`config.mk`:
```
export PLATFORM = sky130hd
export DESIGN_NAME = trab_bank
export DESIGN_NICKNAME = d
export VERILOG_FILES = /design/src/pkg/trab_pkg.sv /design/src/rtl/trab_flag_reg.sv /design/src/rtl/trab_mem_arbiter.sv /design/src/rtl/trab_bank.sv
export SDC_FILE = /design/constraint.sdc
export NUM_CORES = 1
export LEC_CHECK = 0
export ABC_AREA = 1
export CORE_MARGIN = 5
export CORE_UTILIZATION = 50
export DETAILED_ROUTE_END_ITERATION = 8
export DONT_BUFFER_PORTS = 1
export GPL_TIMING_DRIVEN = 0
export PLACE_DENSITY = 0.71
export SYNTH_ARGS = -nofsm -noshare
export SYNTH_HDL_FRONTEND = slang
export SYNTH_SLANG_ARGS = --single-unit
```
`constraint.sdc`:
```
create_clock -name clk -period 1.76 [get_ports clk]
set_input_delay 0.088 -clock clk [delete_from_list [all_inputs] [get_ports clk]]
set_output_delay 0.088 -clock clk [all_outputs]
set_load 0.02 [all_outputs]
```
`src/pkg/trab_pkg.sv`:
```
package trab_pkg;
   // widths of the serial-interface access port
   localparam int ADDR_W = 16;
   localparam int DATA_W = 8;
   localparam int TEST_ADDR_W = 8;

   // test register offsets
   localparam logic [7:0] OFS_TEST_PIN_ACTIVATE = 8'h03;
   localparam logic [7:0] OFS_COMM_TX_BUFFER = 8'h04;
   localparam logic [7:0] OFS_COMM_READY_FLAG = 8'h05;
   localparam logic [7:0] OFS_ANALOG_PROBE_OUT_SELECT = 8'h06;
   localparam logic [7:0] OFS_DIGITAL_PROBE_OUT_SELECT = 8'h07;
   localparam logic [7:0] OFS_ANALOG_PROBE_IN_SELECT = 8'h08;
   localparam logic [7:0] OFS_DIGITAL_PROBE_IN_SELECT = 8'h09;
   localparam logic [7:0] OFS_NONVOLATILE_BANK_ACCESS = 8'h0d;
   localparam logic [7:0] OFS_HOST_TAKEOVER_CONTROL = 8'h0e;
   localparam logic [7:0] OFS_SINGLE_WIRE_ERROR_LOW = 8'h14;
   localparam logic [7:0] OFS_SINGLE_WIRE_ERROR_HIGH = 8'h15;

   // implemented widths, bits above read as zero
   localparam int W_PIN_ACT = 4;
   localparam int W_COMM_BUF = 8;
   localparam int W_COMM_RDY = 1;
   localparam int W_AN_OUT_SEL = 6;
   localparam int W_DG_OUT_SEL = 5;
   localparam int W_AN_IN_SEL = 6;
   localparam int W_DG_IN_SEL = 4;
   localparam int W_NV_BANK = 6;
   localparam int W_TAKEOVER = 2;
   localparam int W_ERR_LOW = 8;
   localparam int W_ERR_HIGH = 2;

   // field positions
   localparam int BIT_PROBE_IN_P = 0;
   localparam int BIT_PROBE_OUT_N = 1;
   localparam int BIT_PROBE_OUT_P = 2;
   localparam int BIT_ERR_CLEAR = 3;
   localparam int BIT_COMM_VALID = 0;
   localparam int BIT_HOST_SELECT = 0;
   localparam int BIT_MCU_RESET = 1;

   // reset value of every test register and of a refused read
   localparam logic [7:0] RESET_BYTE = 8'h00;

   // access sequencer states, gray coded
   typedef enum logic [1:0] {
      TRAB_IDLE = 2'b00,
      TRAB_MEM_WAIT = 2'b01
   } trab_state_t;
endpackage

```
`src/rtl/trab_flag_reg.sv`:
```
`timescale 1ns/1ps
// one test register: host write, hardware load, hardware set bits and clear
module trab_flag_reg #(
   parameter int W = 8
) (
   input wire logic clk,
   input wire logic rst_n,
   input wire logic wr_en,
   input wire logic [W-1:0] wr_data,
   input wire logic ld_en,
   input wire logic [W-1:0] ld_data,
   input wire logic [W-1:0] set_bits,
   input wire logic clr,
   output logic [W-1:0] q
);
   logic [W-1:0] q_reg;
   logic [W-1:0] q_next;

   // clear, then host write, then hardware load; set bits win over all
   always_comb begin
      q_next = q_reg;
      if (clr) begin
         q_next = '0;
      end
      if (wr_en) begin
         q_next = wr_data;
      end
      if (ld_en) begin
         q_next = ld_data;
      end
      q_next = q_next | set_bits;
   end

   // all bits zero at reset
   always_ff @(posedge clk or negedge rst_n) begin
      if (!rst_n) begin
         q_reg <= '0;
      end else begin
         q_reg <= q_next;
      end
   end

   assign q = q_reg;
endmodule

```
`src/rtl/trab_mem_arbiter.sv`:
```
`timescale 1ns/1ps
// memory ownership: serial host or microcontroller, never both
module trab_mem_arbiter (
   input wire logic clk,
   input wire logic rst_n,
   input wire logic host_select,
   input wire logic start,
   input wire logic start_wr,
   input wire logic [trab_pkg::ADDR_W-1:0] start_addr,
   input wire logic [trab_pkg::DATA_W-1:0] start_wdata,
   output logic mem_req,
   output logic mem_wr,
   output logic [trab_pkg::ADDR_W-1:0] mem_addr,
   output logic [trab_pkg::DATA_W-1:0] mem_wdata,
   output logic refused,
   output logic mcu_mem_enable
);
   logic req_reg, req_next;
   logic wr_reg, wr_next;
   logic [trab_pkg::ADDR_W-1:0] addr_reg, addr_next;
   logic [trab_pkg::DATA_W-1:0] wdata_reg, wdata_next;
   logic refused_reg, refused_next;
   logic mcu_en_reg, mcu_en_next;

   // forward a host access only while the host owns memory
   always_comb begin
      req_next = start & host_select;
      refused_next = start & ~host_select;
      wr_next = wr_reg;
      addr_next = addr_reg;
      wdata_next = wdata_reg;
      if (start & host_select) begin
         wr_next = start_wr;
         addr_next = start_addr;
         wdata_next = start_wdata;
      end
      mcu_en_next = ~host_select;
   end

   // the microcontroller owns memory out of reset
   always_ff @(posedge clk or negedge rst_n) begin
      if (!rst_n) begin
         req_reg <= 1'b0;
         wr_reg <= 1'b0;
         addr_reg <= '0;
         wdata_reg <= '0;
         refused_reg <= 1'b0;
         mcu_en_reg <= 1'b1;
      end else begin
         req_reg <= req_next;
         wr_reg <= wr_next;
         addr_reg <= addr_next;
         wdata_reg <= wdata_next;
         refused_reg <= refused_next;
         mcu_en_reg <= mcu_en_next;
      end
   end

   assign mem_req = req_reg;
   assign mem_wr = wr_reg;
   assign mem_addr = addr_reg;
   assign mem_wdata = wdata_reg;
   assign refused = refused_reg;
   assign mcu_mem_enable = mcu_en_reg;
endmodule

```
`src/rtl/trab_bank.sv`:
```
`timescale 1ns/1ps
// Summary of operation
// - test registers are reached only through the serial host access port
// - no microcontroller bus port reaches the test registers
// - after power-up the serial host reaches only the test register space
// - host select set: host reaches all memory, microcontroller is blocked
// - while host owns memory, microcontroller loses all memory, program included
// - pin-activate bit 0 turns general pin 2 into positive test input
// - pin-activate bit 1 turns general pin 4 into negative test output
// - pin-activate bit 2 turns general pin 3 into positive test output
// - pin-activate bit 3 clears single-wire error bits, else they are kept until the host writes them
// - read/write byte buffer at test address 04, reset zero
// - ready bit 0 is set when the microcontroller loads its buffer
module trab_bank (
   input wire logic clk,
   input wire logic rst_n,
   // serial host access port, decoded by the spi, i2c or single-wire front end
   input wire logic sif_req,
   input wire logic sif_wr,
   input wire logic sif_test_space,
   input wire logic [trab_pkg::ADDR_W-1:0] sif_addr,
   input wire logic [trab_pkg::DATA_W-1:0] sif_wdata,
   output logic [trab_pkg::DATA_W-1:0] sif_rdata,
   output logic sif_ack,
   // memory port used when the host owns memory
   output logic mem_req,
   output logic mem_wr,
   output logic [trab_pkg::ADDR_W-1:0] mem_addr,
   output logic [trab_pkg::DATA_W-1:0] mem_wdata,
   input wire logic [trab_pkg::DATA_W-1:0] mem_rdata,
   input wire logic mem_ack,
   // microcontroller side
   output logic mcu_mem_enable,
   output logic mcu_reset_hold,
   input wire logic mcu_comm_load,
   input wire logic [trab_pkg::DATA_W-1:0] mcu_comm_byte,
   output logic [trab_pkg::DATA_W-1:0] comm_buffer_byte,
   output logic comm_data_valid,
   // single-wire link error events
   input wire logic [trab_pkg::W_ERR_LOW-1:0] single_wire_error_low_set,
   input wire logic [trab_pkg::W_ERR_HIGH-1:0] single_wire_error_high_set,
   output logic [trab_pkg::W_ERR_LOW-1:0] single_wire_error_low,
   output logic [trab_pkg::W_ERR_HIGH-1:0] single_wire_error_high,
   // test pin and probe controls
   output logic probe_in_p_enable,
   output logic probe_out_n_enable,
   output logic probe_out_p_enable,
   output logic [trab_pkg::W_AN_OUT_SEL-1:0] analog_probe_out_select,
   output logic [trab_pkg::W_DG_OUT_SEL-1:0] digital_probe_out_select,
   output logic [trab_pkg::W_AN_IN_SEL-1:0] analog_probe_in_select,
   output logic [trab_pkg::W_DG_IN_SEL-1:0] digital_probe_in_select,
   output logic [trab_pkg::W_NV_BANK-1:0] nonvolatile_bank_access
);
   trab_pkg::trab_state_t state_reg, state_next;
   logic ack_reg, ack_next;
   logic [trab_pkg::DATA_W-1:0] rdata_reg, rdata_next;
   logic [trab_pkg::TEST_ADDR_W-1:0] taddr;
   logic test_wr;
   logic test_rd;
   logic mem_start;
   logic refused;
   logic [trab_pkg::DATA_W-1:0] test_rdata;

   logic [trab_pkg::W_PIN_ACT-1:0] pin_act_q;
   logic [trab_pkg::W_COMM_BUF-1:0] comm_buf_q;
   logic [trab_pkg::W_COMM_RDY-1:0] comm_rdy_q;
   logic [trab_pkg::W_AN_OUT_SEL-1:0] an_out_q;
   logic [trab_pkg::W_DG_OUT_SEL-1:0] dg_out_q;
   logic [trab_pkg::W_AN_IN_SEL-1:0] an_in_q;
   logic [trab_pkg::W_DG_IN_SEL-1:0] dg_in_q;
   logic [trab_pkg::W_NV_BANK-1:0] nv_q;
   logic [trab_pkg::W_TAKEOVER-1:0] takeover_q;
   logic [trab_pkg::W_ERR_LOW-1:0] err_low_q;
   logic [trab_pkg::W_ERR_HIGH-1:0] err_high_q;
   logic err_clear;

   // test space accesses come only from the serial port, taken in idle
   assign taddr = sif_addr[trab_pkg::TEST_ADDR_W-1:0];
   assign test_wr = (state_reg == trab_pkg::TRAB_IDLE) & sif_req & sif_test_space
      & sif_wr;
   assign test_rd = (state_reg == trab_pkg::TRAB_IDLE) & sif_req & sif_test_space & ~sif_wr;
   assign mem_start = (state_reg == trab_pkg::TRAB_IDLE) & sif_req & ~sif_test_space;
   assign err_clear = pin_act_q[trab_pkg::BIT_ERR_CLEAR];

   // test pin activation
   trab_flag_reg #(.W(trab_pkg::W_PIN_ACT)) u_pin_act (
      .clk(clk),
      .rst_n(rst_n),
      .wr_en(test_wr && taddr == trab_pkg::OFS_TEST_PIN_ACTIVATE),
      .wr_data(sif_wdata[trab_pkg::W_PIN_ACT-1:0]),
      .ld_en(1'b0),
      .ld_data('0),
      .set_bits('0),
      .clr(1'b0),
      .q(pin_act_q)
   );

   // communication buffer, host writable, loaded by the microcontroller
   trab_flag_reg #(.W(trab_pkg::W_COMM_BUF)) u_comm_buf (
      .clk(clk),
      .rst_n(rst_n),
      .wr_en(test_wr && taddr == trab_pkg::OFS_COMM_TX_BUFFER),
      .wr_data(sif_wdata),
      .ld_en(mcu_comm_load),
      .ld_data(mcu_comm_byte),
      .set_bits('0),
      .clr(1'b0),
      .q(comm_buf_q)
   );

   // buffer ready flag, set by a microcontroller load, set wins over a write
   trab_flag_reg #(.W(trab_pkg::W_COMM_RDY)) u_comm_rdy (
      .clk(clk),
      .rst_n(rst_n),
      .wr_en(test_wr && taddr == trab_pkg::OFS_COMM_READY_FLAG),
      .wr_data(sif_wdata[trab_pkg::W_COMM_RDY-1:0]),
      .ld_en(1'b0),
      .ld_data('0),
      .set_bits(mcu_comm_load),
      .clr(1'b0),
      .q(comm_rdy_q)
   );

   // analog probe output selection
   trab_flag_reg #(.W(trab_pkg::W_AN_OUT_SEL)) u_an_out (
      .clk(clk),
      .rst_n(rst_n),
      .wr_en(test_wr && taddr == trab_pkg::OFS_ANALOG_PROBE_OUT_SELECT),
      .wr_data(sif_wdata[trab_pkg::W_AN_OUT_SEL-1:0]),
      .ld_en(1'b0),
      .ld_data('0),
      .set_bits('0),
      .clr(1'b0),
      .q(an_out_q)
   );

   // digital probe output selection
   trab_flag_reg #(.W(trab_pkg::W_DG_OUT_SEL)) u_dg_out (
      .clk(clk),
      .rst_n(rst_n),
      .wr_en(test_wr && taddr == trab_pkg::OFS_DIGITAL_PROBE_OUT_SELECT),
      .wr_data(sif_wdata[trab_pkg::W_DG_OUT_SEL-1:0]),
      .ld_en(1'b0),
      .ld_data('0),
      .set_bits('0),
      .clr(1'b0),
      .q(dg_out_q)
   );

   // analog probe input selection
   trab_flag_reg #(.W(trab_pkg::W_AN_IN_SEL)) u_an_in (
      .clk(clk),
      .rst_n(rst_n),
      .wr_en(test_wr && taddr == trab_pkg::OFS_ANALOG_PROBE_IN_SELECT),
      .wr_data(sif_wdata[trab_pkg::W_AN_IN_SEL-1:0]),
      .ld_en(1'b0),
      .ld_data('0),
      .set_bits('0),
      .clr(1'b0),
      .q(an_in_q)
   );

   // digital probe input selection
   trab_flag_reg #(.W(trab_pkg::W_DG_IN_SEL)) u_dg_in (
      .clk(clk),
      .rst_n(rst_n),
      .wr_en(test_wr && taddr == trab_pkg::OFS_DIGITAL_PROBE_IN_SELECT),
      .wr_data(sif_wdata[trab_pkg::W_DG_IN_SEL-1:0]),
      .ld_en(1'b0),
      .ld_data('0),
      .set_bits('0),
      .clr(1'b0),
      .q(dg_in_q)
   );

   // nonvolatile bank access bits, six wide, passed out as stored
   trab_flag_reg #(.W(trab_pkg::W_NV_BANK)) u_nv (
      .clk(clk),
      .rst_n(rst_n),
      .wr_en(test_wr && taddr == trab_pkg::OFS_NONVOLATILE_BANK_ACCESS),
      .wr_data(sif_wdata[trab_pkg::W_NV_BANK-1:0]),
      .ld_en(1'b0),
      .ld_data('0),
      .set_bits('0),
      .clr(1'b0),
      .q(nv_q)
   );

   // host takeover: memory ownership and microcontroller reset hold
   trab_flag_reg #(.W(trab_pkg::W_TAKEOVER)) u_takeover (
      .clk(clk),
      .rst_n(rst_n),
      .wr_en(test_wr && taddr == trab_pkg::OFS_HOST_TAKEOVER_CONTROL),
      .wr_data(sif_wdata[trab_pkg::W_TAKEOVER-1:0]),
      .ld_en(1'b0),
      .ld_data('0),
      .set_bits('0),
      .clr(1'b0),
      .q(takeover_q)
   );

   // single-wire error bits, kept until cleared or written by the host; a new error wins over clear
   trab_flag_reg #(.W(trab_pkg::W_ERR_LOW)) u_err_low (
      .clk(clk),
      .rst_n(rst_n),
      .wr_en(test_wr && taddr == trab_pkg::OFS_SINGLE_WIRE_ERROR_LOW),
      .wr_data(sif_wdata[trab_pkg::W_ERR_LOW-1:0]),
      .ld_en(1'b0),
      .ld_data('0),
      .set_bits(single_wire_error_low_set),
      .clr(err_clear),
      .q(err_low_q)
   );

   trab_flag_reg #(.W(trab_pkg::W_ERR_HIGH)) u_err_high (
      .clk(clk),
      .rst_n(rst_n),
      .wr_en(test_wr && taddr == trab_pkg::OFS_SINGLE_WIRE_ERROR_HIGH),
      .wr_data(sif_wdata[trab_pkg::W_ERR_HIGH-1:0]),
      .ld_en(1'b0),
      .ld_data('0),
      .set_bits(single_wire_error_high_set),
      .clr(err_clear),
      .q(err_high_q)
   );

   // memory ownership follows the host select bit
   trab_mem_arbiter u_arb (
      .clk(clk),
      .rst_n(rst_n),
      .host_select(takeover_q[trab_pkg::BIT_HOST_SELECT]),
      .start(mem_start),
      .start_wr(sif_wr),
      .start_addr(sif_addr),
      .start_wdata(sif_wdata),
      .mem_req(mem_req),
      .mem_wr(mem_wr),
      .mem_addr(mem_addr),
      .mem_wdata(mem_wdata),
      .refused(refused),
      .mcu_mem_enable(mcu_mem_enable)
   );

   // test register read mux, unmapped offsets read zero
   always_comb begin
      test_rdata = trab_pkg::RESET_BYTE;
      case (taddr)
         trab_pkg::OFS_TEST_PIN_ACTIVATE: test_rdata[trab_pkg::W_PIN_ACT-1:0] = pin_act_q;
         trab_pkg::OFS_COMM_TX_BUFFER: test_rdata = comm_buf_q;
         trab_pkg::OFS_COMM_READY_FLAG: test_rdata[trab_pkg::W_COMM_RDY-1:0] = comm_rdy_q;
         trab_pkg::OFS_ANALOG_PROBE_OUT_SELECT: test_rdata[trab_pkg::W_AN_OUT_SEL-1:0] = an_out_q;
         trab_pkg::OFS_DIGITAL_PROBE_OUT_SELECT: test_rdata[trab_pkg::W_DG_OUT_SEL-1:0] = dg_out_q;
         trab_pkg::OFS_ANALOG_PROBE_IN_SELECT: test_rdata[trab_pkg::W_AN_IN_SEL-1:0] = an_in_q;
         trab_pkg::OFS_DIGITAL_PROBE_IN_SELECT: test_rdata[trab_pkg::W_DG_IN_SEL-1:0] = dg_in_q;
         trab_pkg::OFS_NONVOLATILE_BANK_ACCESS: test_rdata[trab_pkg::W_NV_BANK-1:0] = nv_q;
         trab_pkg::OFS_HOST_TAKEOVER_CONTROL: test_rdata[trab_pkg::W_TAKEOVER-1:0] = takeover_q;
         trab_pkg::OFS_SINGLE_WIRE_ERROR_LOW: test_rdata[trab_pkg::W_ERR_LOW-1:0] = err_low_q;
         trab_pkg::OFS_SINGLE_WIRE_ERROR_HIGH: test_rdata[trab_pkg::W_ERR_HIGH-1:0] = err_high_q;
         default: test_rdata = trab_pkg::RESET_BYTE;
      endcase
   end

   // access sequencer: test space answers in one cycle, memory waits for ack or refusal
   always_comb begin
      state_next = state_reg;
      ack_next = 1'b0;
      rdata_next = rdata_reg;
      case (state_reg)
         trab_pkg::TRAB_IDLE: begin
            if (test_wr | test_rd) begin
               ack_next = 1'b1;
               rdata_next = test_rd ? test_rdata : trab_pkg::RESET_BYTE;
            end else if (mem_start) begin
               state_next = trab_pkg::TRAB_MEM_WAIT;
            end
         end
         trab_pkg::TRAB_MEM_WAIT: begin
            if (refused) begin
               ack_next = 1'b1;
               rdata_next = trab_pkg::RESET_BYTE;
               state_next = trab_pkg::TRAB_IDLE;
            end else if (mem_ack) begin
               ack_next = 1'b1;
               rdata_next = mem_wr ? trab_pkg::RESET_BYTE : mem_rdata;
               state_next = trab_pkg::TRAB_IDLE;
            end
         end
         default: state_next = trab_pkg::TRAB_IDLE;
      endcase
   end

   // sequencer registers
   always_ff @(posedge clk or negedge rst_n) begin
      if (!rst_n) begin
         state_reg <= trab_pkg::TRAB_IDLE;
         ack_reg <= 1'b0;
         rdata_reg <= trab_pkg::RESET_BYTE;
      end else begin
         state_reg <= state_next;
         ack_reg <= ack_next;
         rdata_reg <= rdata_next;
      end
   end

   // outputs, each straight from a register flop
   assign sif_ack = ack_reg;
   assign sif_rdata = rdata_reg;
   assign mcu_reset_hold = takeover_q[trab_pkg::BIT_MCU_RESET];
   assign comm_buffer_byte = comm_buf_q;
   assign comm_data_valid = comm_rdy_q[trab_pkg::BIT_COMM_VALID];
   assign single_wire_error_low = err_low_q;
   assign single_wire_error_high = err_high_q;
   assign probe_in_p_enable = pin_act_q[trab_pkg::BIT_PROBE_IN_P];
   assign probe_out_n_enable = pin_act_q[trab_pkg::BIT_PROBE_OUT_N];
   assign probe_out_p_enable = pin_act_q[trab_pkg::BIT_PROBE_OUT_P];
   assign analog_probe_out_select = an_out_q;
   assign digital_probe_out_select = dg_out_q;
   assign analog_probe_in_select = an_in_q;
   assign digital_probe_in_select = dg_in_q;
   assign nonvolatile_bank_access = nv_q;
endmodule

```
==> results of run 1 <==
==> synthesized netlist by cell type <==
library cell,n,area [sq um]
a21oi_1,7,35.03
a31o_4,1,17.52
a31oi_1,2,12.51
and2_1,1,6.260
buf_2,11,55.05
buf_6,1,11.26
clkbuf_1,5,18.77
clkinv_1,1,3.750
dfrtp_1,89,2227
dfstp_2,1,26.28
inv_1,31,116.4
inv_2,4,15.01
inv_4,1,6.260
nand2_1,154,578.1
nand2_2,2,12.51
nand2_4,2,22.52
nand3_1,62,310.3
nand3_2,1,10.01
nand3b_1,10,75.07
nand4_1,1,6.260
nor2_1,40,150.1
nor2_4,4,45.04
nor2_8,1,20.02
nor3_1,2,10.01
nor3_4,1,16.27
o21ai_0,58,290.3
o21ai_1,16,80.08
o21ai_2,1,8.760
==> timing repair <==
item	CTS	global route
buffers inserted	0	7
hold endpoints to repair	137	90
setup endpoints to repair	0	40
gates resized for setup	0	8
==> stage by stage <==
stage	TNS, ns	hold slack (ns)
floorplan	0	-0.2076
global placement	0	-0.2055
detailed placement	0	-0.2054
CTS	0	-0.6177
global route	-0.1043	-0.6307
finish	0	-0.6090
==> critical path: stages, from the launching register on <==
cell and delay (ns):
dfrtp_1 0.42, nor2_2 0.15, nand2_2 0.15, nor2_8 0.15, buf_4 0.12, a31o_4 0.19
buf_2 0.25, o21ai_0 0.11
==> cells by family after synthesis <==
logic type             share of synthesized area (%)
DFF                                            53.83
buffers and inverters                          5.409
and+or+nand+nor                                30.16
AOI/OAI and AO/OA                              10.61
==> power groups by stage <==
stage	registers [W]	clock network, W	logic, W
6_report	0.00239	0.00141	0.000412
5_1_grt	0.00240	0.00153	0.000456
4_1_cts	0.00239	0.00144	0.000393
3_5_place_dp	0.00243	0	0.000289
3_3_place_gp	0.00243	0	0.000278
2_1_floorplan	0.00240	0	0.000221
==> worst min-delay path by stage <==
stage	from	to	slack, ns
detailed placement	rst_n	u_arb.mem_addr[10]$_DFFE_PN0P_	-0.21
finish	rst_n	u_arb.mem_addr[9]$_DFFE_PN0P_	-0.61
CTS	rst_n	u_arb.mem_addr[10]$_DFFE_PN0P_	-0.62
global placement	rst_n	u_arb.mem_addr[10]$_DFFE_PN0P_	-0.21
global route	rst_n	u_arb.mem_addr[10]$_DFFE_PN0P_	-0.63
floorplan	rst_n	sif_ack$_DFF_PN0_	-0.21
==> layout by cell type, fill, tap and decap left out <==
| cell | Yosys | routed |
|---|---|---|
| a21oi_1 | 7 | 7 |
| a31o_4 | 1 | 1 |
| a31oi_1 | 2 | 2 |
| and2_1 | 1 | 1 |
| buf_2 | 11 | 8 |
| buf_4 | 0 | 6 |
| buf_6 | 1 | 1 |
| clkbuf_1 | 5 | 5 |
| clkbuf_4 | 0 | 4 |
| clkbuf_8 | 0 | 9 |
| clkinv_1 | 1 | 1 |
| clkinv_4 | 0 | 2 |
| dfrtp_1 | 89 | 89 |
| dfstp_2 | 1 | 1 |
| dlygate4sd3_1 | 0 | 54 |
| inv_1 | 31 | 31 |
| inv_2 | 4 | 4 |
| inv_4 | 1 | 1 |
| inv_6 | 0 | 2 |
| inv_8 | 0 | 3 |
| nand2_1 | 154 | 152 |
| nand2_2 | 2 | 4 |
| nand2_4 | 2 | 2 |
| nand3_1 | 62 | 62 |
| nand3_2 | 1 | 1 |
| nand3b_1 | 10 | 10 |
| nand4_1 | 1 | 1 |
| nor2_1 | 40 | 38 |
| nor2_2 | 0 | 2 |
| nor2_4 | 4 | 4 |
| nor2_8 | 1 | 1 |
| nor3_1 | 2 | 1 |
| nor3_2 | 0 | 1 |
| nor3_4 | 1 | 1 |
| o21ai_0 | 58 | 58 |
| o21ai_1 | 16 | 16 |
| o21ai_2 | 1 | 1 |
==> per-layer routing <==
| layer | vias up | track usage (%) | share of wire, % |
|---|---|---|---|
| met5 | - | 0 | 0 |
| met2 | 211 | 43.66 | 48 |
| li1 | 1808 | - | - |
| met1 | 1854 | 32.56 | 38 |
| met3 | 33 | 10.12 | 12 |
| met4 | 0 | 8.998 | 2.2 |
==> cell type report <==
class	instances	area (sq um)	share of cell area, %
Multi-Input combinational cell	366	1722	33.59
Tap cell	105	131.4	2.563
Buffer	17	92.59	1.806
Inverter	37	141.4	2.758
Timing Repair Buffer	61	593.1	11.57
Clock inverter	7	68.82	1.342
Sequential cell	90	2253	43.96
Clock buffer	9	123.9	2.416
==> results by group, run 1 <==
Floorplan
  – I/O pins: 143
  – Core area: 0.008175 sq mm
  – Die Ht: 101.5 um
  – Die area: 0.01030 sq mm
  – Rows: 33
  – Initial core utilization: 51.21%
  – Die Width: 101.5 um

Power and ir drop
  – Psw: 0.001303 W
  – Comb pwr share: 9.8%
  – Maximum VDD drop: 0.3422 mV
  – Seq pwr share: 56.7%
  – Pwr Total: 0.004214 W
  – Pwr dens: 822.1 mW/mm^2
  – Clock share of power: 33.5%
  – Pleak: 2.456 nW
  – Sw Share: 30.92%
  – Int Power: 0.002911 W

Clock network
  – Worst-skew pair later-pin latency: 0.37 ns
  – CTS H-Tree Depth: 3
  – CTS tree: built
  – CTS Buf Count: 9
  – Hold buffers post-CTS: 54
  – TritonCTS Sinks: 90
  – Clock-pin slew on the worst setup and hold paths: 0.10 ns
  – Root Driver: clkbuf_8
  – Longest Clk Path Bufs: 2

Global route
  – GRT Util Overall: 26.70%
  – Grt total ovfl: 0
  – Largest net degree at the start of global routing: 91
  – First-pass GRT wire length: 20.99 mm
  – Initial antenna violation count: 0
  – Vias in the first global route: 3938

Cells and area
  – Layout cell share with drive strength beyond 1: 10.05%
  – Max reg flops: 16
  – Final Instance Area: 0.005126 sq mm
  – Layout Nets: 639
  – Fill cell count: 713
  – Final core utilization: 62.70%
  – Layout area overhead: 22.44%
  – Final cell count without fillers: 692
  – Inserted Diodes: 0

Synth
  – Synthesized Nets: 567
  – Synth cell types: 28
  – #FFs+latches synth: 90
  – Post-Syn Area: 0.004187 sq mm
  – Mean Syn Cell Area: 8.209 sq um
  – Syn Inst Count: 510
  – Seq/Total Area, Yosys: 53.83%
  – Syn. warnings: 0

Critical path
  – R2R Setup Slk: 0.11 ns
  – Worst path arrival time: 1.90 ns
  – Reg2reg end: u_comm_buf.q[3]$_DFFE_PN0P_
  – CP Max Fanout: 10
  – Reg-to-reg startpoint: state_reg[0]$_DFFE_PN0P_
  – Worst Setup EP: u_comm_buf.q[3]$_DFFE_PN0P_
  – CP endpoint kind: flip-flop
  – CP required: 2.01 ns
  – Critical Path Source Type: flip-flop
  – Worst setup path class: reg2reg
  – Critical Path Start: state_reg[0]$_DFFE_PN0P_
  – Worst R2R Path Depth: 7

STA
  – Max-slew headroom: 61.90%
  – Min cycle time layout: 1.649 ns
  – Min Hold Slack: -0.6090 ns
  – Final Hold Viols: 90
  – Worst Skew: 0.01100 ns
  – Worst-Margin Slew: 0.5715 ns
  – Final setup viols: 0
  – Slew Viols, Final: 0
  – Final worst path period share: 93.71%
  – RSZ-0062 raised after global routing: yes
  – Fmax: 0.6063 GHz
  – Fin worst setup slack: 0.1107 ns

Place
  – Hpwl dp: 9.374 mm
  – Placer Congestion: 0.8668
  – Placed inst area: 0.004318 sq mm
  – Port Buffer Count: 0
  – Number of placed cells counting well taps: 615
  – Post-placement setup slack: 0.06192 ns

Detailed routing
  – # DRC: 0
  – Final wirelength: 13.71 mm
  – Initial drt markers: 247
  – Wire per inst: 19.81 um
  – Via density: 5.645
  – Vias: 3906
  – DR pass1 iterations: 5
  – ANT nets after route: 0

Outcome
  – Failing checks: hold timing
  – Status: finished, violations left

Hold path
  – Worst hold path class: in2async

Run
  – Max Cap Viol: 0
Note: power is estimated with default switching activity, not from simulation.
==> run 2: changes to the inputs <==
--- a/config.mk
+++ b/config.mk
@@ -6,6 +6,7 @@
 export NUM_CORES = 1
 export LEC_CHECK = 0
 export ABC_AREA = 1
+export CORE_ASPECT_RATIO = 1.2
 export CORE_MARGIN = 5
 export CORE_UTILIZATION = 50
 export DETAILED_ROUTE_END_ITERATION = 8
==> run 2 against run 1 <==
Net effect:
- the flow still finishes with violations (hold timing)
- non-clock buffer count decreased by 6
- via count decreased by 1.1%
- utilization is 0.59 points higher
- first-iteration DRC count decreased by 16%
- sequential cell count is the same
- clock power increased by 28%
- combinational power hardly changed
- critical endpoint is now sif_rdata[3]$_DFFE_PN0P_
==> results by group, run 2 (synthesis gave the netlist of run 1 again) <==
Detailed routing
  – Wire per inst: 19.65 um
  – Final wirelength: 13.65 mm
  – Initial drt markers: 208
  – Via density: 5.558
  – ANT nets after route: 0
  – Vias: 3863
  – # DRC: 0
  – DR pass1 iterations: 4

Run
  – Max Cap Viol: 0

Cells and area
  – Layout area overhead: 23.25%
  – Fill cell count: 669
  – Most frequent cells in the layout: 154 x nand2_1, 89 x dfrtp_1, 62 x nand3_1, 58 x o21ai_0, 53 x dlygate4sd3_1
  – Inserted Diodes: 0
  – Commonest non-fill, non-tap cell in the layout: nand2_1
  – Multi-input logic area: 0.001714 sq mm
  – Final core utilization: 63.29%
  – Max reg flops: 16
  – FF+latch area: 0.002253 sq mm
  – Layout cell share with drive strength beyond 1: 8.606%
  – Layout Nets: 633

Clock network
  – TritonCTS Sinks: 90
  – Clock-pin slew on the worst setup and hold paths: 0.09 ns
  – CTS tree: built
  – Hold buffers post-CTS: 53
  – Root Driver: clkbuf_8
  – Worst-skew pair later-pin latency: 0.36 ns
  – CTS Buf Count: 9
  – Longest Clk Path Bufs: 2
  – CTS H-Tree Depth: 3

Floorplan
  – Core area: 0.008153 sq mm
  – Die area: 0.01031 sq mm
  – Die Ht: 110.2 um
  – Initial core utilization: 51.35%
  – I/O pins: 143
  – Rows: 36
  – Die Width: 93.53 um

Outcome
  – Status: finished, violations left
  – Failing checks: hold timing

STA
  – Worst Skew: 0.006922 ns
  – Setup TNS Final: 0 ns
  – Final worst path period share: 94.17%
  – Fmax: 0.6033 GHz
  – Min cycle time layout: 1.657 ns
  – Max-slew headroom: 61.16%
  – Slew Viols, Final: 0
  – Min Hold Slack: -0.5929 ns
  – Fin worst setup slack: 0.1026 ns
  – Final setup viols: 0
  – Worst-Margin Slew: 0.5826 ns
  – Final Hold Viols: 90

Hold path
  – Worst hold path class: in2async

Critical path
  – Critical Path Start: sif_addr[0]
  – Worst Setup EP: sif_rdata[3]$_DFFE_PN0P_
  – Worst path arrival time: 1.95 ns
  – Delay-heaviest family, CP: buffers and inverters
  – Slowest-stage cell, CP: dlygate4sd3_1
  – Critical Path Stages: 11
  – CP Max Fanout: 10
  – Reg-to-reg startpoint: state_reg[0]$_DFFE_PN0P_
  – Worst setup path class: in2reg
  – Cell mode on critical path: nand2_1
  – Crit path buf inv count: 3
  – R2R Setup Slk: 0.11 ns
  – Critical Path Source Type: input pin
  – CP required: 2.05 ns
  – Worst R2R Path Depth: 6
  – CP endpoint kind: flip-flop
  – CP peak stage delay: 0.55 ns
  – Reg2reg end: u_err_low.q[2]$_DFF_PN0_
  – Crit path cell chain: dlygate4sd3_1 > inv_2 > nand2_1 > nor2_4 > buf_6 > nand2_1 > o21ai_0 > nor2_1 > nand2_1 > a21oi_1 > nor2_1

Power and ir drop
  – Maximum VDD drop: 0.3980 mV
  – Pwr dens: 894.6 mW/mm^2
  – Pleak: 2.455 nW

Global route
  – Vias in the first global route: 3984
  – First-pass GRT wire length: 20.94 mm
  – GRT Util Overall: 27.04%
  – Grt total ovfl: 0
  – Initial antenna violation count: 0
  – Largest net degree at the start of global routing: 91

Place
  – Post-placement setup slack: 0.04572 ns
  – Port Buffer Count: 0
  – Placer Congestion: 0.9249
  – Hpwl dp: 9.491 mm
run 2: cell count changes in the layout (fill, tap and decap cells not counted), sizes merged:
| cell | delta |
|---|---|
| bufinv | +4 |
| dlygate4sd3 | -1 |
| buf | -4 |
| inv | -5 |
run 2: final cells by class:
| cell class | instances | area share (%) |
|---|---|---|
| plain buffers | 17 | 1.794 |
| clock buffers | 10 | 2.473 |
| well taps | 114 | 2.764 |
| inverters | 37 | 2.740 |
| repair buffers | 55 | 10.81 |
| multi-input cells | 366 | 33.22 |
| flip-flops and latches | 90 | 43.67 |
| clock inverters | 6 | 2.522 |
run 2: repair_timing:
item | in CTS | in global routing
endpoints found under the hold margin | 135 | 90
buffers inserted | 0 | 2
gates resized for setup | 0 | 5
setup endpoints to repair | 0 | 24
run 2: how the worst min path moves through the flow:
stage | start | end | cells after the start
4_1_cts | rst_n | u_arb.mem_addr[12]$_DFFE_PN0P_ | 0
3_3_place_gp | rst_n | u_arb.mem_addr[12]$_DFFE_PN0P_ | 0
6_report | rst_n | u_arb.mem_addr[12]$_DFFE_PN0P_ | 0
5_1_grt | rst_n | u_arb.mem_addr[12]$_DFFE_PN0P_ | 0
2_1_floorplan | rst_n | sif_ack$_DFF_PN0_ | 0
3_5_place_dp | rst_n | u_arb.mem_addr[12]$_DFFE_PN0P_ | 0
run 2: stage by stage:
step	instance area (sq um)	hold WS (ns)	instances	power (W)
after floorplan	4187	-0.2076	510	0.002617
after global placement	4329	-0.2055	624	0.002704
after detailed placement	4329	-0.2054	624	0.002722
after CTS	5117	-0.6040	693	0.004622
after global routing	5160	-0.6084	695	0.004774
final	5160	-0.5929	695	0.004616
run 2: per-layer routing:
layer  routed length [um]  GRT usage [%]  vias to the layer above
met1                 5066          30.70                     1854
met5                    0              0                        -
met4                  411          12.69                        0
met2                 6710          46.91                      175
met3                 1465          8.011                       33
li1                     -              -                     1801
run 2: where the power goes:
group	total (W)	leakage, nW	internal (W)	switching [W]
clock	0.00181	0.130	0.00108	0.000732
combinational	0.000413	1.17	0.000177	0.000236
sequential	0.00239	1.15	0.00217	0.000218
total	0.00462	2.45	0.00343	0.00119
run 2: worst reg2reg max path: cells and delay by family, from the launching register on:
family	cells	cell delay, ns
buf+inv	1	0.11
simple gates	5	1.01
flops	1	0.40
==> run 3: changes to the inputs <==
--- a/config.mk
+++ b/config.mk
@@ -6,13 +6,16 @@
 export NUM_CORES = 1
 export LEC_CHECK = 0
 export ABC_AREA = 1
+export CELL_PAD_IN_SITES_DETAIL_PLACEMENT = 0
+export CELL_PAD_IN_SITES_GLOBAL_PLACEMENT = 2
 export CORE_ASPECT_RATIO = 1.2
 export CORE_MARGIN = 5
-export CORE_UTILIZATION = 50
+export CORE_UTILIZATION = 35
 export DETAILED_ROUTE_END_ITERATION = 8
 export DONT_BUFFER_PORTS = 1
 export GPL_TIMING_DRIVEN = 0
-export PLACE_DENSITY = 0.71
+export PLACE_DENSITY = 0.84
+export SLEW_MARGIN = 5
 export SYNTH_ARGS = -nofsm -noshare
 export SYNTH_HDL_FRONTEND = slang
 export SYNTH_SLANG_ARGS = --single-unit
==> run 3 against run 2 <==
Net effect:
- the run still ends with hold timing left
- global-route usage down 6.7 points
- count of clock-buffer cells in the layout rose by 2
- first-iteration DRC count down 5.3%
- fmax is 0.36% lower
- clock power increased by 19%
- setup slack lost 0.0059 ns
- register-to-register slack barely moved
- utilization is 18 points lower
- largest power group unchanged
==> results by group, run 3 (synthesis gave the netlist of run 1 again) <==
Outcome
  – Status: finished, violations left
  – Failing checks: hold timing

Critical path
  – Crit path cell chain: dlygate4sd3_1 > inv_1 > nand2_1 > nor2_4 > buf_2 > nand3_1 > o21ai_1 > nor2_1 > nand2_1 > nand2_1 > a21oi_1
  – Worst setup path class: in2reg
  – Worst path arrival time: 1.93 ns
  – R2R Setup Slk: 0.1 ns
  – Reg-to-reg startpoint: u_arb.mem_wr$_DFFE_PN0P_
  – CP required: 2.02 ns
  – Critical Path Start: sif_addr[5]
  – Cell mode on critical path: nand2_1
  – Slowest-stage cell, CP: dlygate4sd3_1
  – Crit path buf inv count: 3
  – Reg2reg end: sif_rdata[1]$_DFFE_PN0P_
  – CP endpoint kind: flip-flop
  – Worst R2R Path Depth: 5
  – Critical Path Source Type: input pin
  – CP Max Fanout: 10
  – Delay-heaviest family, CP: buffers and inverters
  – CP peak stage delay: 0.56 ns

Cells and area
  – FF+latch area: 0.002253 sq mm
  – Final cell count without fillers: 738
  – Most frequent cells in the layout: 154 x nand2_1, 89 x dfrtp_1, 62 x nand3_1, 57 x o21ai_0, 50 x dlygate4sd3_1
  – Layout Nets: 633
  – Multi-input logic area: 0.001709 sq mm
  – Layout cell share with drive strength beyond 1: 9.466%
  – Commonest non-fill, non-tap cell in the layout: nand2_1
  – Layout area overhead: 25.94%
  – Max reg flops: 16
  – Final Instance Area: 0.005273 sq mm
  – Fill cell count: 1184
  – Inserted Diodes: 0

Global route
  – Largest net degree at the start of global routing: 91
  – Initial antenna violation count: 0
  – GRT Util Overall: 20.31%
  – Vias in the first global route: 3815
  – Grt total ovfl: 0
  – First-pass GRT wire length: 21.60 mm

Floorplan
  – Initial core utilization: 36.02%
  – I/O pins: 143
  – Core area: 0.01162 sq mm
  – Die Width: 109.8 um
  – Die area: 0.01426 sq mm
  – Rows: 43
  – Die Ht: 129.8 um

Detailed routing
  – DR pass1 iterations: 4
  – ANT nets after route: 0
  – # DRC: 0
  – Vias: 3739
  – Final wirelength: 14.36 mm
  – Initial drt markers: 197
  – Wire per inst: 19.46 um
  – Via density: 5.066

Place
  – Hpwl dp: 10.33 mm
  – Port Buffer Count: 0
  – Placed inst area: 0.004383 sq mm
  – Placer Congestion: 0.8203
  – Number of placed cells counting well taps: 667

Clock network
  – TritonCTS Sinks: 90
  – Clock-pin slew on the worst setup and hold paths: 0.07 ns
  – Hold buffers post-CTS: 50
  – CTS tree: built
  – CTS Buf Count: 9
  – Worst-skew pair later-pin latency: 0.34 ns
  – Longest Clk Path Bufs: 2
  – Root Driver: clkbuf_16
  – CTS H-Tree Depth: 3

STA
  – Final worst path period share: 94.51%
  – Fmax: 0.6012 GHz
  – Final Hold Viols: 90
  – Worst Skew: 0.007731 ns
  – Min cycle time layout: 1.663 ns
  – Min Hold Slack: -0.5614 ns
  – Max-slew headroom: 45.67%
  – Slew Viols, Final: 0
  – Setup TNS Final: 0 ns
  – Final setup viols: 0
  – Worst-Margin Slew: 0.8088 ns

Power and ir drop
  – Maximum VDD drop: 0.4082 mV
  – Pleak: 2.492 nW
  – Pwr dens: 937.4 mW/mm^2

Run
  – Max Cap Viol: 0

Hold path
  – Worst hold path class: in2async
run 3: cell types whose count changed in the layout (fill, tap and decap cells not counted), sizes merged:
cell and delta:
buf +3, dlygate4sd3 -3, bufinv -2, clkbuf +2, clkinv -1, clkinvlp +1
run 3: repair_timing:
item,4_1_cts,5_1_grt
buffers inserted,0,5
hold endpoints to repair,134,90
gates resized for setup,0,9
endpoints found under the setup margin,0,29
run 3: routing by layer:
metal	up-vias	global-route usage, %	part of all wire [%]
met2	146	34.07	49
met5	-	0	0
met4	0	7.924	2.7
met3	25	7.026	9.7
li1	1802	-	-
met1	1766	23.73	38
run 3: where the power goes:
part	total (W)	internal [W]	switching [W]
registers	0.00239	0.00217	0.000217
logic	0.000389	0.000167	0.000222
clock network	0.00216	0.00136	0.000803
run 3: cell type report:
cell class                      count  area share, %
Timing Repair Buffer               55          10.20
Tap cell                          157          3.726
Sequential cell                    90          42.74
Buffer                             17          1.804
Multi-Input combinational cell    366          32.42
Inverter                           37          2.682
Clock inverter                      4          1.376
Clock buffer                       12          5.055
run 3: through the flow:
stage                     util [%]  worst slack [ns]  total power, W
after floorplan                  -            0.3918        0.002617
after global placement       37.72            0.1335        0.002712
after detailed placement     37.72            0.1214        0.002723
after CTS                    44.94           0.08685        0.004974
after global routing         45.37         -0.008767        0.005135
final                        45.37           0.09668        0.004942
run 3: worst max-delay path by stage:
stage                                         end  slack [ns]  depth (start not counted)
finish                   sif_rdata[1]$_DFFE_PN0P_         0.1                         11
global route        u_arb.mem_addr[3]$_DFFE_PN0P_      -0.009                          6
CTS                      sif_rdata[1]$_DFFE_PN0P_        0.09                         11
detailed placement       sif_rdata[1]$_DFFE_PN0P_        0.12                          5
global placement         sif_rdata[1]$_DFFE_PN0P_        0.13                          5
floorplan             u_comm_buf.q[0]$_DFFE_PN0P_        0.39                          6
